**src/include/lrd_defines.vh**
```
// Constants for the receive lane deserializer: register map, fields, reset values
`ifndef LRD_DEFINES_VH
`define LRD_DEFINES_VH

// Register bus geometry
`define LRD_ADDR_W 4
`define LRD_DATA_W 32

// Register indices on the plain register port
`define LRD_ADDR_CTRL 4'h0
`define LRD_ADDR_STATUS 4'h1
`define LRD_ADDR_WCOUNT 4'h2
`define LRD_ADDR_LIVE 4'h3

// Control register fields
`define LRD_CTRL_DESER_EN 0
`define LRD_CTRL_CONN_ALT 1
`define LRD_CTRL_ODT_EN 2
`define LRD_CTRL_WIDTH_LSB 4
`define LRD_CTRL_WIDTH_MSB 7

// Control reset values
`define LRD_RST_DESER_EN 1'b1
`define LRD_RST_CONN_ALT 1'b0
`define LRD_RST_ODT_EN 1'b0
`define LRD_RST_WIDTH 4'h8

// Allowed deserialization factors
`define LRD_WIDTH_MIN 4'h2
`define LRD_WIDTH_MAX 4'h8

// Status register fields
`define LRD_STAT_WORD_LSB 0
`define LRD_STAT_WORD_MSB 7
`define LRD_STAT_MISALIGN 8
`define LRD_STAT_PAD_FAULT 9

// Synchroniser depth for pins and foreign clocks
`define LRD_SYNC_STAGES 2

`endif

```
**src/verilog/lrd_sync.v**
```verilog
// Two-flop synchroniser bank for pins and foreign clocks
`timescale 1ns/1ps
module lrd_sync #(
  parameter WIDTH = 4
) (
  input wire clk,
  input wire reset_n,
  input wire ce,
  input wire [WIDTH-1:0] async_in,
  output wire [WIDTH-1:0] sync_out
);

  genvar gi;
  generate
    for (gi = 0; gi < WIDTH; gi = gi + 1) begin : g_bit
      reg meta_r;
      reg stable_r;
      // First stage feeds only the second stage
      always @(posedge clk or negedge reset_n) begin
        if (!reset_n) begin
          meta_r <= 1'b0;
          stable_r <= 1'b0;
        end else if (ce) begin
          meta_r <= async_in[gi];
          stable_r <= meta_r;
        end
      end
      assign sync_out[gi] = stable_r;
    end
  endgenerate

endmodule // lrd_sync

```
**src/verilog/lrd_rx_deser.v**
```verilog
// Receive lane deserializer with bypass, alternate clock path and register port
//
// Behaviour
// - Word is n bits; a width of one is refused
// - Side output only in bypass with alternate type
// - Bit-rate clock shifts serial pad data in
// - Word-rate clock captures assembled word
// - Word not aligned, handed over on word-clock rise even if partial
// - Connection type picks normal or PLL clock input
// - Deserialization off bypasses to plain input
// - Width accepts factors two through eight
// - Termination switched across pads when enabled
`timescale 1ns/1ps
`include "lrd_defines.vh"
module lrd_rx_deser #(
  parameter MAX_W = 8
) (
  input wire clk,
  input wire reset_n,
  input wire ce,
  input wire positive_rx_pad,
  input wire negative_rx_pad,
  input wire bit_rate_clock,
  input wire word_rate_clock,
  input wire [`LRD_ADDR_W-1:0] reg_addr,
  input wire [`LRD_DATA_W-1:0] reg_wdata,
  input wire reg_write,
  input wire reg_read,
  output reg [`LRD_DATA_W-1:0] reg_rdata,
  output reg [MAX_W-1:0] rx_word,
  output reg rx_word_valid,
  output reg bypass_side_output,
  output reg odt_enable
);

  // Pins and the two lane clocks come from outside this domain
  wire [3:0] sync_w;
  lrd_sync #(
    .WIDTH(4)
  ) u_sync (
    .clk(clk),
    .reset_n(reset_n),
    .ce(ce),
    .async_in({word_rate_clock, bit_rate_clock, negative_rx_pad, positive_rx_pad}),
    .sync_out(sync_w)
  );

  wire pad_p = sync_w[0];
  wire pad_n = sync_w[1];
  wire bclk_s = sync_w[2];
  wire wclk_s = sync_w[3];

  // Control state
  reg deser_en_r;
  reg conn_alt_r;
  reg odt_en_r;
  reg [3:0] width_r;

  // Datapath state
  reg bclk_d_r;
  reg wclk_d_r;
  reg [MAX_W-1:0] shift_r;
  reg [MAX_W-1:0] shift_nxt;
  reg [3:0] bit_cnt_r;
  reg [3:0] bit_cnt_nxt;
  reg [MAX_W-1:0] last_word_r;
  reg misalign_r;
  reg pad_fault_r;
  reg [15:0] wcount_r;
  reg pad_bit_r;

  wire bypass = !deser_en_r;
  wire bit_rise = bclk_s & ~bclk_d_r;
  wire word_rise = wclk_s & ~wclk_d_r;
  wire pad_bit = (pad_p != pad_n) ? pad_p : pad_bit_r;
  wire [3:0] width_wr = reg_wdata[`LRD_CTRL_WIDTH_MSB:`LRD_CTRL_WIDTH_LSB];
  wire width_ok = (width_wr >= `LRD_WIDTH_MIN) && (width_wr <= `LRD_WIDTH_MAX);
  wire wr_ctrl = reg_write && (reg_addr == `LRD_ADDR_CTRL);
  wire wr_stat = reg_write && (reg_addr == `LRD_ADDR_STATUS);

  // Mask that keeps only the n lowest bits of a word
  reg [MAX_W-1:0] width_mask;
  integer mi;
  always @* begin
    width_mask = {MAX_W{1'b0}};
    for (mi = 0; mi < MAX_W; mi = mi + 1) begin
      if (mi < width_r) begin
        width_mask[mi] = 1'b1;
      end
    end
  end

  // Software-written configuration
  always @(posedge clk or negedge reset_n) begin
    if (!reset_n) begin
      deser_en_r <= `LRD_RST_DESER_EN;
      conn_alt_r <= `LRD_RST_CONN_ALT;
      odt_en_r <= `LRD_RST_ODT_EN;
      width_r <= `LRD_RST_WIDTH;
    end else if (ce && wr_ctrl) begin
      deser_en_r <= reg_wdata[`LRD_CTRL_DESER_EN];
      conn_alt_r <= reg_wdata[`LRD_CTRL_CONN_ALT];
      odt_en_r <= reg_wdata[`LRD_CTRL_ODT_EN];
      // Out of range factors are ignored so the shifter never sees zero
      if (width_ok) begin
        width_r <= width_wr;
      end
    end
  end

  // Next shift contents; a word edge may coincide with a bit edge
  always @* begin
    shift_nxt = shift_r;
    bit_cnt_nxt = bit_cnt_r;
    if (bit_rise) begin
      // Newest bit lands in bit zero, oldest climbs toward n-1
      shift_nxt = {shift_r[MAX_W-2:0], pad_bit};
      bit_cnt_nxt = bit_cnt_r + 4'h1;
    end
    if (word_rise) begin
      // Coincident bit closes this word, so the next word starts empty
      bit_cnt_nxt = 4'h0;
    end
  end

  // Edge history and serial shifter
  always @(posedge clk or negedge reset_n) begin
    if (!reset_n) begin
      bclk_d_r <= 1'b0;
      wclk_d_r <= 1'b0;
      shift_r <= {MAX_W{1'b0}};
      bit_cnt_r <= 4'h0;
      pad_bit_r <= 1'b0;
    end else if (ce) begin
      bclk_d_r <= bclk_s;
      wclk_d_r <= wclk_s;
      pad_bit_r <= pad_bit;
      if (!bypass) begin
        shift_r <= shift_nxt;
        bit_cnt_r <= bit_cnt_nxt;
      end else begin
        bit_cnt_r <= 4'h0;
      end
    end
  end

  // Word capture and the parallel output toward the core
  always @(posedge clk or negedge reset_n) begin
    if (!reset_n) begin
      rx_word <= {MAX_W{1'b0}};
      rx_word_valid <= 1'b0;
      last_word_r <= {MAX_W{1'b0}};
      wcount_r <= 16'h0000;
    end else if (ce) begin
      rx_word_valid <= 1'b0;
      if (bypass) begin
        // Plain input: bit zero follows the pad, held at zero with the alternate type, no lane clock involved
        rx_word <= {{(MAX_W-1){1'b0}}, (conn_alt_r ? 1'b0 : pad_bit)};
      end else if (word_rise) begin
        // Word taken at the word-clock rise even if partial; misalignment is flagged separately
        rx_word <= shift_nxt & width_mask;
        last_word_r <= shift_nxt & width_mask;
        rx_word_valid <= 1'b1;
        wcount_r <= wcount_r + 16'h0001;
      end
    end
  end

  // Sticky status; a new event beats a clear in the same cycle
  wire [3:0] bits_seen = bit_cnt_r + (bit_rise ? 4'h1 : 4'h0);
  wire misalign_evt = !bypass && word_rise && (bits_seen != width_r);
  // Both pad legs read zero until the synchroniser fills, so wait before judging
  localparam [1:0] PRIME_LEN = `LRD_SYNC_STAGES;
  reg [1:0] prime_r;
  wire primed = (prime_r == PRIME_LEN);
  always @(posedge clk or negedge reset_n) begin
    if (!reset_n) begin
      prime_r <= 2'h0;
    end else if (ce && !primed) begin
      prime_r <= prime_r + 2'h1;
    end
  end
  wire pad_fault_evt = primed && (pad_p == pad_n);
  always @(posedge clk or negedge reset_n) begin
    if (!reset_n) begin
      misalign_r <= 1'b0;
      pad_fault_r <= 1'b0;
    end else if (ce) begin
      if (misalign_evt) begin
        misalign_r <= 1'b1;
      end else if (wr_stat && reg_wdata[`LRD_STAT_MISALIGN]) begin
        misalign_r <= 1'b0;
      end
      if (pad_fault_evt) begin
        pad_fault_r <= 1'b1;
      end else if (wr_stat && reg_wdata[`LRD_STAT_PAD_FAULT]) begin
        pad_fault_r <= 1'b0;
      end
    end
  end

  // Alternate path and termination drive, both registered
  always @(posedge clk or negedge reset_n) begin
    if (!reset_n) begin
      bypass_side_output <= 1'b0;
      odt_enable <= 1'b0;
    end else if (ce) begin
      // Only live in bypass with the PLL-clock connection type
      bypass_side_output <= bypass && conn_alt_r && pad_bit;
      odt_enable <= odt_en_r;
    end
  end

  // Read data for the cycle after the strobe; unmapped reads give zero
  always @(posedge clk or negedge reset_n) begin
    if (!reset_n) begin
      reg_rdata <= 32'h00000000;
    end else if (ce) begin
      reg_rdata <= 32'h00000000;
      if (reg_read) begin
        case (reg_addr)
          `LRD_ADDR_CTRL: begin
            reg_rdata[`LRD_CTRL_DESER_EN] <= deser_en_r;
            reg_rdata[`LRD_CTRL_CONN_ALT] <= conn_alt_r;
            reg_rdata[`LRD_CTRL_ODT_EN] <= odt_en_r;
            reg_rdata[`LRD_CTRL_WIDTH_MSB:`LRD_CTRL_WIDTH_LSB] <= width_r;
          end
          `LRD_ADDR_STATUS: begin
            reg_rdata[`LRD_STAT_WORD_MSB:`LRD_STAT_WORD_LSB] <= last_word_r;
            reg_rdata[`LRD_STAT_MISALIGN] <= misalign_r;
            reg_rdata[`LRD_STAT_PAD_FAULT] <= pad_fault_r;
          end
          `LRD_ADDR_WCOUNT: begin
            reg_rdata[15:0] <= wcount_r;
          end
          `LRD_ADDR_LIVE: begin
            reg_rdata[MAX_W-1:0] <= shift_r;
            reg_rdata[11:8] <= bit_cnt_r;
          end
          default: begin
            reg_rdata <= 32'h00000000;
          end
        endcase
      end
    end
  end

endmodule // lrd_rx_deser

```
**config.mk**
```make
export PLATFORM = sky130hd
export DESIGN_NAME = lrd_rx_deser
export DESIGN_NICKNAME = d
export VERILOG_FILES = /design/src/verilog/lrd_sync.v /design/src/verilog/lrd_rx_deser.v
export VERILOG_INCLUDE_DIRS = /design/src /design/src/include
export SDC_FILE = /design/constraint.sdc
export NUM_CORES = 1
export LEC_CHECK = 0
export ABC_AREA = 0
export BUFFER_PORTS_ARGS = -buffer_cell sky130_fd_sc_hd__buf_2
export CAP_MARGIN = 20
export CORE_MARGIN = 3
export CORE_UTILIZATION = 54
export DETAILED_ROUTE_END_ITERATION = 8
export PLACE_DENSITY = 0.79
export SLEW_MARGIN = 20
export SYNTH_ARGS = -nofsm -noshare
export SYNTH_HDL_FRONTEND = slang
export SYNTH_SLANG_ARGS = --single-unit
export TNS_END_PERCENT = 100
```
**constraint.sdc**
```tcl
create_clock -name clk -period 2.4 [get_ports clk]
set_clock_uncertainty 0.15 [all_clocks]
set_input_delay 0.12 -clock clk [delete_from_list [all_inputs] [get_ports clk]]
set_output_delay 0.12 -clock clk [all_outputs]
set_load 0.02 [all_outputs]
```
* Word level (Yosys, flattened, before mapping)
Cells that the tools add are included.
Cells by class: $add $sub $neg 4, magnitude comparators 10, equal/unequal tests 9, muxes and demuxes 30, bitwise gates (word level) 5, reduce and logical (&&, ||, !) cells 24
Operator list (number):
- 8-bit 2-to-1 mux | 3
- 1-bit 2-to-1 mux | 17
- 16-bit by 1-bit adder with 16-bit output (second input constant) | 1
- 3-bit by 4-bit < comparator with 1-bit output (first input constant) | 4
- 16-bit 2-to-1 mux | 1
- 4-bit 2-to-1 mux | 4
- 4-bit case mux with 4 select lines | 1
- 1-bit logical AND | 12
- 3-bit case mux with 4 select lines | 1
- 2-bit AND reduction | 6
- 8-bit bitwise AND | 1
- 4-bit by 2-bit equality test with 1-bit output (second input constant) | 2
- 1-bit by 4-bit < comparator with 1-bit output (first input constant) | 2
- 2-bit by 4-bit < comparator with 1-bit output (first input constant) | 2
- 2-bit case mux with 3 select lines | 1
- 4-bit by 1-bit adder with 4-bit output | 1
- 4-bit by 1-bit adder with 4-bit output (second input constant) | 1
- 4-bit by 1-bit equality test with 1-bit output (second input constant) | 1
- 4-bit by 2-bit >= comparator with 1-bit output (second input constant) | 1
- 4-bit <= comparator (second input constant) | 1
- 4-bit logical NOT | 1
- 4-bit != test | 1
- 2-bit case mux with 2 select lines | 1
- 2-bit nonzero test | 2
- 11 further kinds | 14
Storage, ports and cells: bits in registers 101, bits of input ports 45, output and inout bits 43, logic and storage cells 109

* Depth between registers and ports, before layout
depth in word-level cells 8, depth in mapped cells 10, mapped depth without buffers 8

* By module
Synthesis repeated with hierarchy kept, for this count alone.
Unflattened totals: cells, all modules 391, area total of the unflattened synthesis 4246.6 um^2
Modules (own cells, without submodules):
- lrd_rx_deser | times used 1, cells each 370, area each 3885.0 um^2, seq. area each 1929.4 um^2
- lrd_sync | times used 1, cells each 21, area each 361.6 um^2, seq. area each 200.2 um^2

* Least setup slack after synthesis
No wires, ideal clock.
path kind register -> register, start point register u_sync.g_bit[2].stable_r, end point register misalign_r, library setup time 136 ps, data arrival time 1722 ps, data required time 2114 ps, setup slack 392 ps, cell stages (with the launch flop) 10, path buffers 2, clock period less this slack 2008 ps, cells stage by stage dfrtp_1 nand2b_1 clkbuf_2 inv_1 buf_6 ha_1 ha_1 xor2_1 nor4_1 o21ai_0
On the way: word-level cells in the longest chain between the ends 7, elaborated cells on any way between the ends 8, classes of those cells 1 x add/sub; 1 x eq/ne; 2 x mux; 1 x bitwise; 3 x reduce/logical
RTL lines:
- from (decl) | RTL line lrd_sync.v:17 | reg stable_r;
- from (signal assigned) | RTL line lrd_sync.v:25 | stable_r <= meta_r;
- 1-bit bitwise AND (*) | RTL line lrd_rx_deser.v:73 | wire bit_rise = bclk_s & ~bclk_d_r;
- 1-bit 2-to-1 mux (*) | RTL line lrd_rx_deser.v:170 | wire [3:0] bits_seen = bit_cnt_r + (bit_rise ? 4'h1 : 4'h0);
- 4-bit by 1-bit adder with 4-bit output (*) | RTL line lrd_rx_deser.v:170
- 4-bit != test (*) | RTL line lrd_rx_deser.v:171 | wire misalign_evt = !bypass && word_rise && (bits_seen != width_r);
- 1-bit logical AND (*) | RTL line lrd_rx_deser.v:171
- 2-bit nonzero test (no source line)
- 2-bit AND reduction (no source line)
- to (signal assigned) | RTL line lrd_rx_deser.v:186 | misalign_r <= 1'b0;
- to (signal assigned) | RTL line lrd_rx_deser.v:190 | misalign_r <= 1'b1;
- to (signal assigned) | RTL line lrd_rx_deser.v:192 | misalign_r <= 1'b0;
- to (decl) | RTL line lrd_rx_deser.v:67 | reg misalign_r;
Every way passes the cells marked *; elsewhere a longest branch is shown, timed or not. A chain may end at the register's enable or synchronous reset.

* Final worst setup path
Same ends and word-level chain as after synthesis.

==> flow_summary.json <==
{
  "status": "finished, final reports clean",
  "h-tree-depth": 3,
  "core_um2": 7060,
  "final_cell_mix": "83 x dfrtp_1, 47 x buf_2, 33 x nand2_1",
  "cts.sinks": 85,
  "slew_headroom": 0.573,
  "ys_warn_count": 0,
  "path_cells": "nand2b_1, inv_1, ha_1, ha_1, xor2_1, nor4_1, o21ai_0",
  "clock_path_buffers": 2,
  "antenna_cells_inserted": 0,
  "sw_frac_of_total": 0.283,
  "fmax_mhz": 487,
  "drive_gt1_frac": 0.253,
  "start_kind": "flop",
  "worstHoldPathType": "input pin to flop",
  "place_hpwl_um": 5920,
  "post_cts_buffers": 0,
  "tritoncts.num_buffers": 9,
  "grt_pass1_wl_um": 14100,
  "stdcell_count": 523,
  "leakage_nw": 2.39,
  "io_pins": 88,
  "finalWeightedCongestion": 0.846,
  "drcViolationCount": 0,
  "clkPwrFrac": 0.313,
  "wl_per_cell_um": 16.1,
  "slowest_delay_ps": 410,
  "finalSetupViolations": 0,
  "pwr-share-seq": 0.519,
  "final_core_util": 0.666,
  "cts_hold_buf": 15,
  "synth-seq-cells": 85,
  "cp_slowest_cell": "dfrtp_1",
  "reg2reg_setup_slack_ps": 350,
  "insertion_delay_ps": 350,
  "crit_buf_inv": 1,
  "core.rowCount": 30,
  "fin_crit_sh": 0.855,
  "drv_cap": 0,
  "area_delta_synth_final_pct": 15.8,
  "syn_inst": 359,
  "cp_common_cell": "ha_1",
  "synth-edff-count": 0,
  "ant_nets": 0,
  "die_w_um": 92.7,
  "postRouteWirelength_um": 8440,
  "whs_ps": 57.5,
  "io_buffer_count": 48,
  "end_kind": "flop",
  "grt_max_degree": 86,
  "grt_pass1_vias": 2879,
  "cts_tree": "done",
  "switchingPower_mw": 0.952,
  "path_clk_slew_ps": 80,
  "cell_internal_pwr_mw": 2.41,
  "synth_ff_type": "dfrtp_1",
  "yosysUniqueCellTypes": 53,
  "die_area_um2": 8600,
  "post_cts_resize_count": 0,
  "tightest_slew_ps": 633,
  "post-route-min-period_ps": 2050,
  "layout_commonest_cell": "dfrtp_1",
  "power.density_nw_per_um2": 714,
  "cp_max_fo": 8,
  "track_usage": 0.210,
  "cp_top_family": "simple AND/OR/NAND/NOR gates",
  "grt_remaining_overflow": 0,
  "synth_area_per_cell_um2": 11.3,
  "viasPerCell": 5.54,
  "antenna_found_initial": 0,
  "finalSetupTns_ps": 0,
  "async_flop_share": 1.00,
  "yosysSeqAreaShare": 0.524,
  "worst-setup-path-type": "flop to flop",
  "ctsRootBufferMaster": "clkbuf_8",
  "power_frac_comb": 0.169,
  "rsz0062_at_grt": "false",
  "via_count": 2899,
  "dr.first_iter.drc_count": 223,
  "required_ps": 2490,
  "drt_pass1_iterations": 4,
  "hold_viol": 0,
  "synth_area_um2": 4060,
  "dp_cells": 492,
  "drv_slew": 0,
  "start_util": 0.576,
  "die_h_um": 92.7,
  "ir_drop_v": 0.000496,
  "final_nets": 472,
  "arrival_ps": 2140
}
-- registers in the layout, indices dropped and copies added (netlist names), 2 cells and up --
name	flops
u_sync.g_bit.stable_r	4
prime_r	2
u_sync.g_bit.meta_r	4
width_r	4
wcount_r	16
rx_word	8
reg_rdata	16
shift_r	8
bit_cnt_r	4
last_word_r	8
-- per-stage QoR --
step / total power, mW / cell area [um^2] / setup WS (ps)
finish: 3.36 / 4700 / 347
global route: 3.52 / 4700 / 194
CTS: 3.37 / 4700 / 330
detailed placement: 2.31 / 4340 / 343
global placement: 2.28 / 4340 / 400
floorplan: 2.14 / 4120 / 392
-- metal layers --
layer / track usage / vias to the layer above / part of all wire
met5: 0 / - / 0
met4: 0.0818 / 0 / 0.019
met3: 0.0504 / 16 / 0.060
met2: 0.336 / 92 / 0.49
met1: 0.278 / 1432 / 0.43
li1: - / 1359 / -
-- layout make-up --
cell class,instances,area [um^2]
fill,547,2350
clock buffer,13,169
sequential,85,2130
inverter,11,41.3
clock inverter,3,42.5
tap,96,120
timing repair buffer,71,465
multi-input combinational,244,1740
-- power by group through the flow --
| stage | combinational (mW) | sequential [mW] | clock, mW |
|---|---|---|---|
| floorplan | 0.410 | 1.73 | 0 |
| global placement | 0.526 | 1.76 | 0 |
| detailed placement | 0.544 | 1.77 | 0 |
| CTS | 0.565 | 1.74 | 1.07 |
| global route | 0.636 | 1.77 | 1.12 |
| finish | 0.566 | 1.74 | 1.05 |
-- cell usage after synthesis (3+ instances only) --
cell type	instances	area [um^2]
a22o_1	6	52.6
a21o_1	11	82.6
mux2i_1	10	100
clkbuf_1	7	26.3
and4_1	3	26.3
buf_2	6	30.0
and2_1	3	18.8
xnor2_1	18	158
xor2_1	6	52.6
nand2_1	33	124
mux2_2	30	338
o21ai_0	7	35.0
and3_1	5	31.3
ha_1	5	62.6
nor2_1	18	67.6
nor4_1	3	18.8
a21oi_1	11	55.1
nand4_1	6	37.5
buf_4	18	135
o221ai_1	7	61.3
dfrtp_1	83	2080
nor2b_1	5	31.3
a22oi_1	3	22.5
o2bb2ai_1	5	43.8
nand3_1	8	40.0
inv_1	11	41.3
-- tightest hold or removal path: stages --
cell and delay, ps:
buf_2 90, nor3b_2 60, nand4_1 130, nand2_1 60, o21ai_0 60
-- path summary, 6_finish.rpt --
| check | from | endpoint | depth (start not counted) |
|---|---|---|---|
| worst min register to register | rx_word[1]$_DFFE_PN0P_ | rx_word[1]$_DFFE_PN0P_ | 1 |
| worst max-delay path | u_sync.g_bit[2].stable_r$_DFFE_PN0P_ | misalign_r$_DFFE_PN0P_ | 7 |
| worst max register to register | u_sync.g_bit[2].stable_r$_DFFE_PN0P_ | misalign_r$_DFFE_PN0P_ | 7 |
| worst min-delay path | reg_addr[3] | misalign_r$_DFFE_PN0P_ | 5 |
| min in group asynchronous | reset_n | reg_rdata[14]$_DFFE_PN0P_ | 3 |
| max in group asynchronous | reset_n | deser_en_r$_DFFE_PN1P_ | 3 |
-- cells by family (layout without fill, tap and decap cells) --
logic type	Yosys count	count (layout)	share of synthesized area
buffers and inverters	45	98	0.0622
xor gates and xnor gates	24	24	0.0518
muxes	41	41	0.113
other	1	16	0.000923
AOI/OAI and AO/OA	63	63	0.112
and+or+nand+nor	95	95	0.120
adders and majority gates	5	5	0.0154
DFF	85	85	0.524
Note: power is estimated with default switching activity, not from simulation.
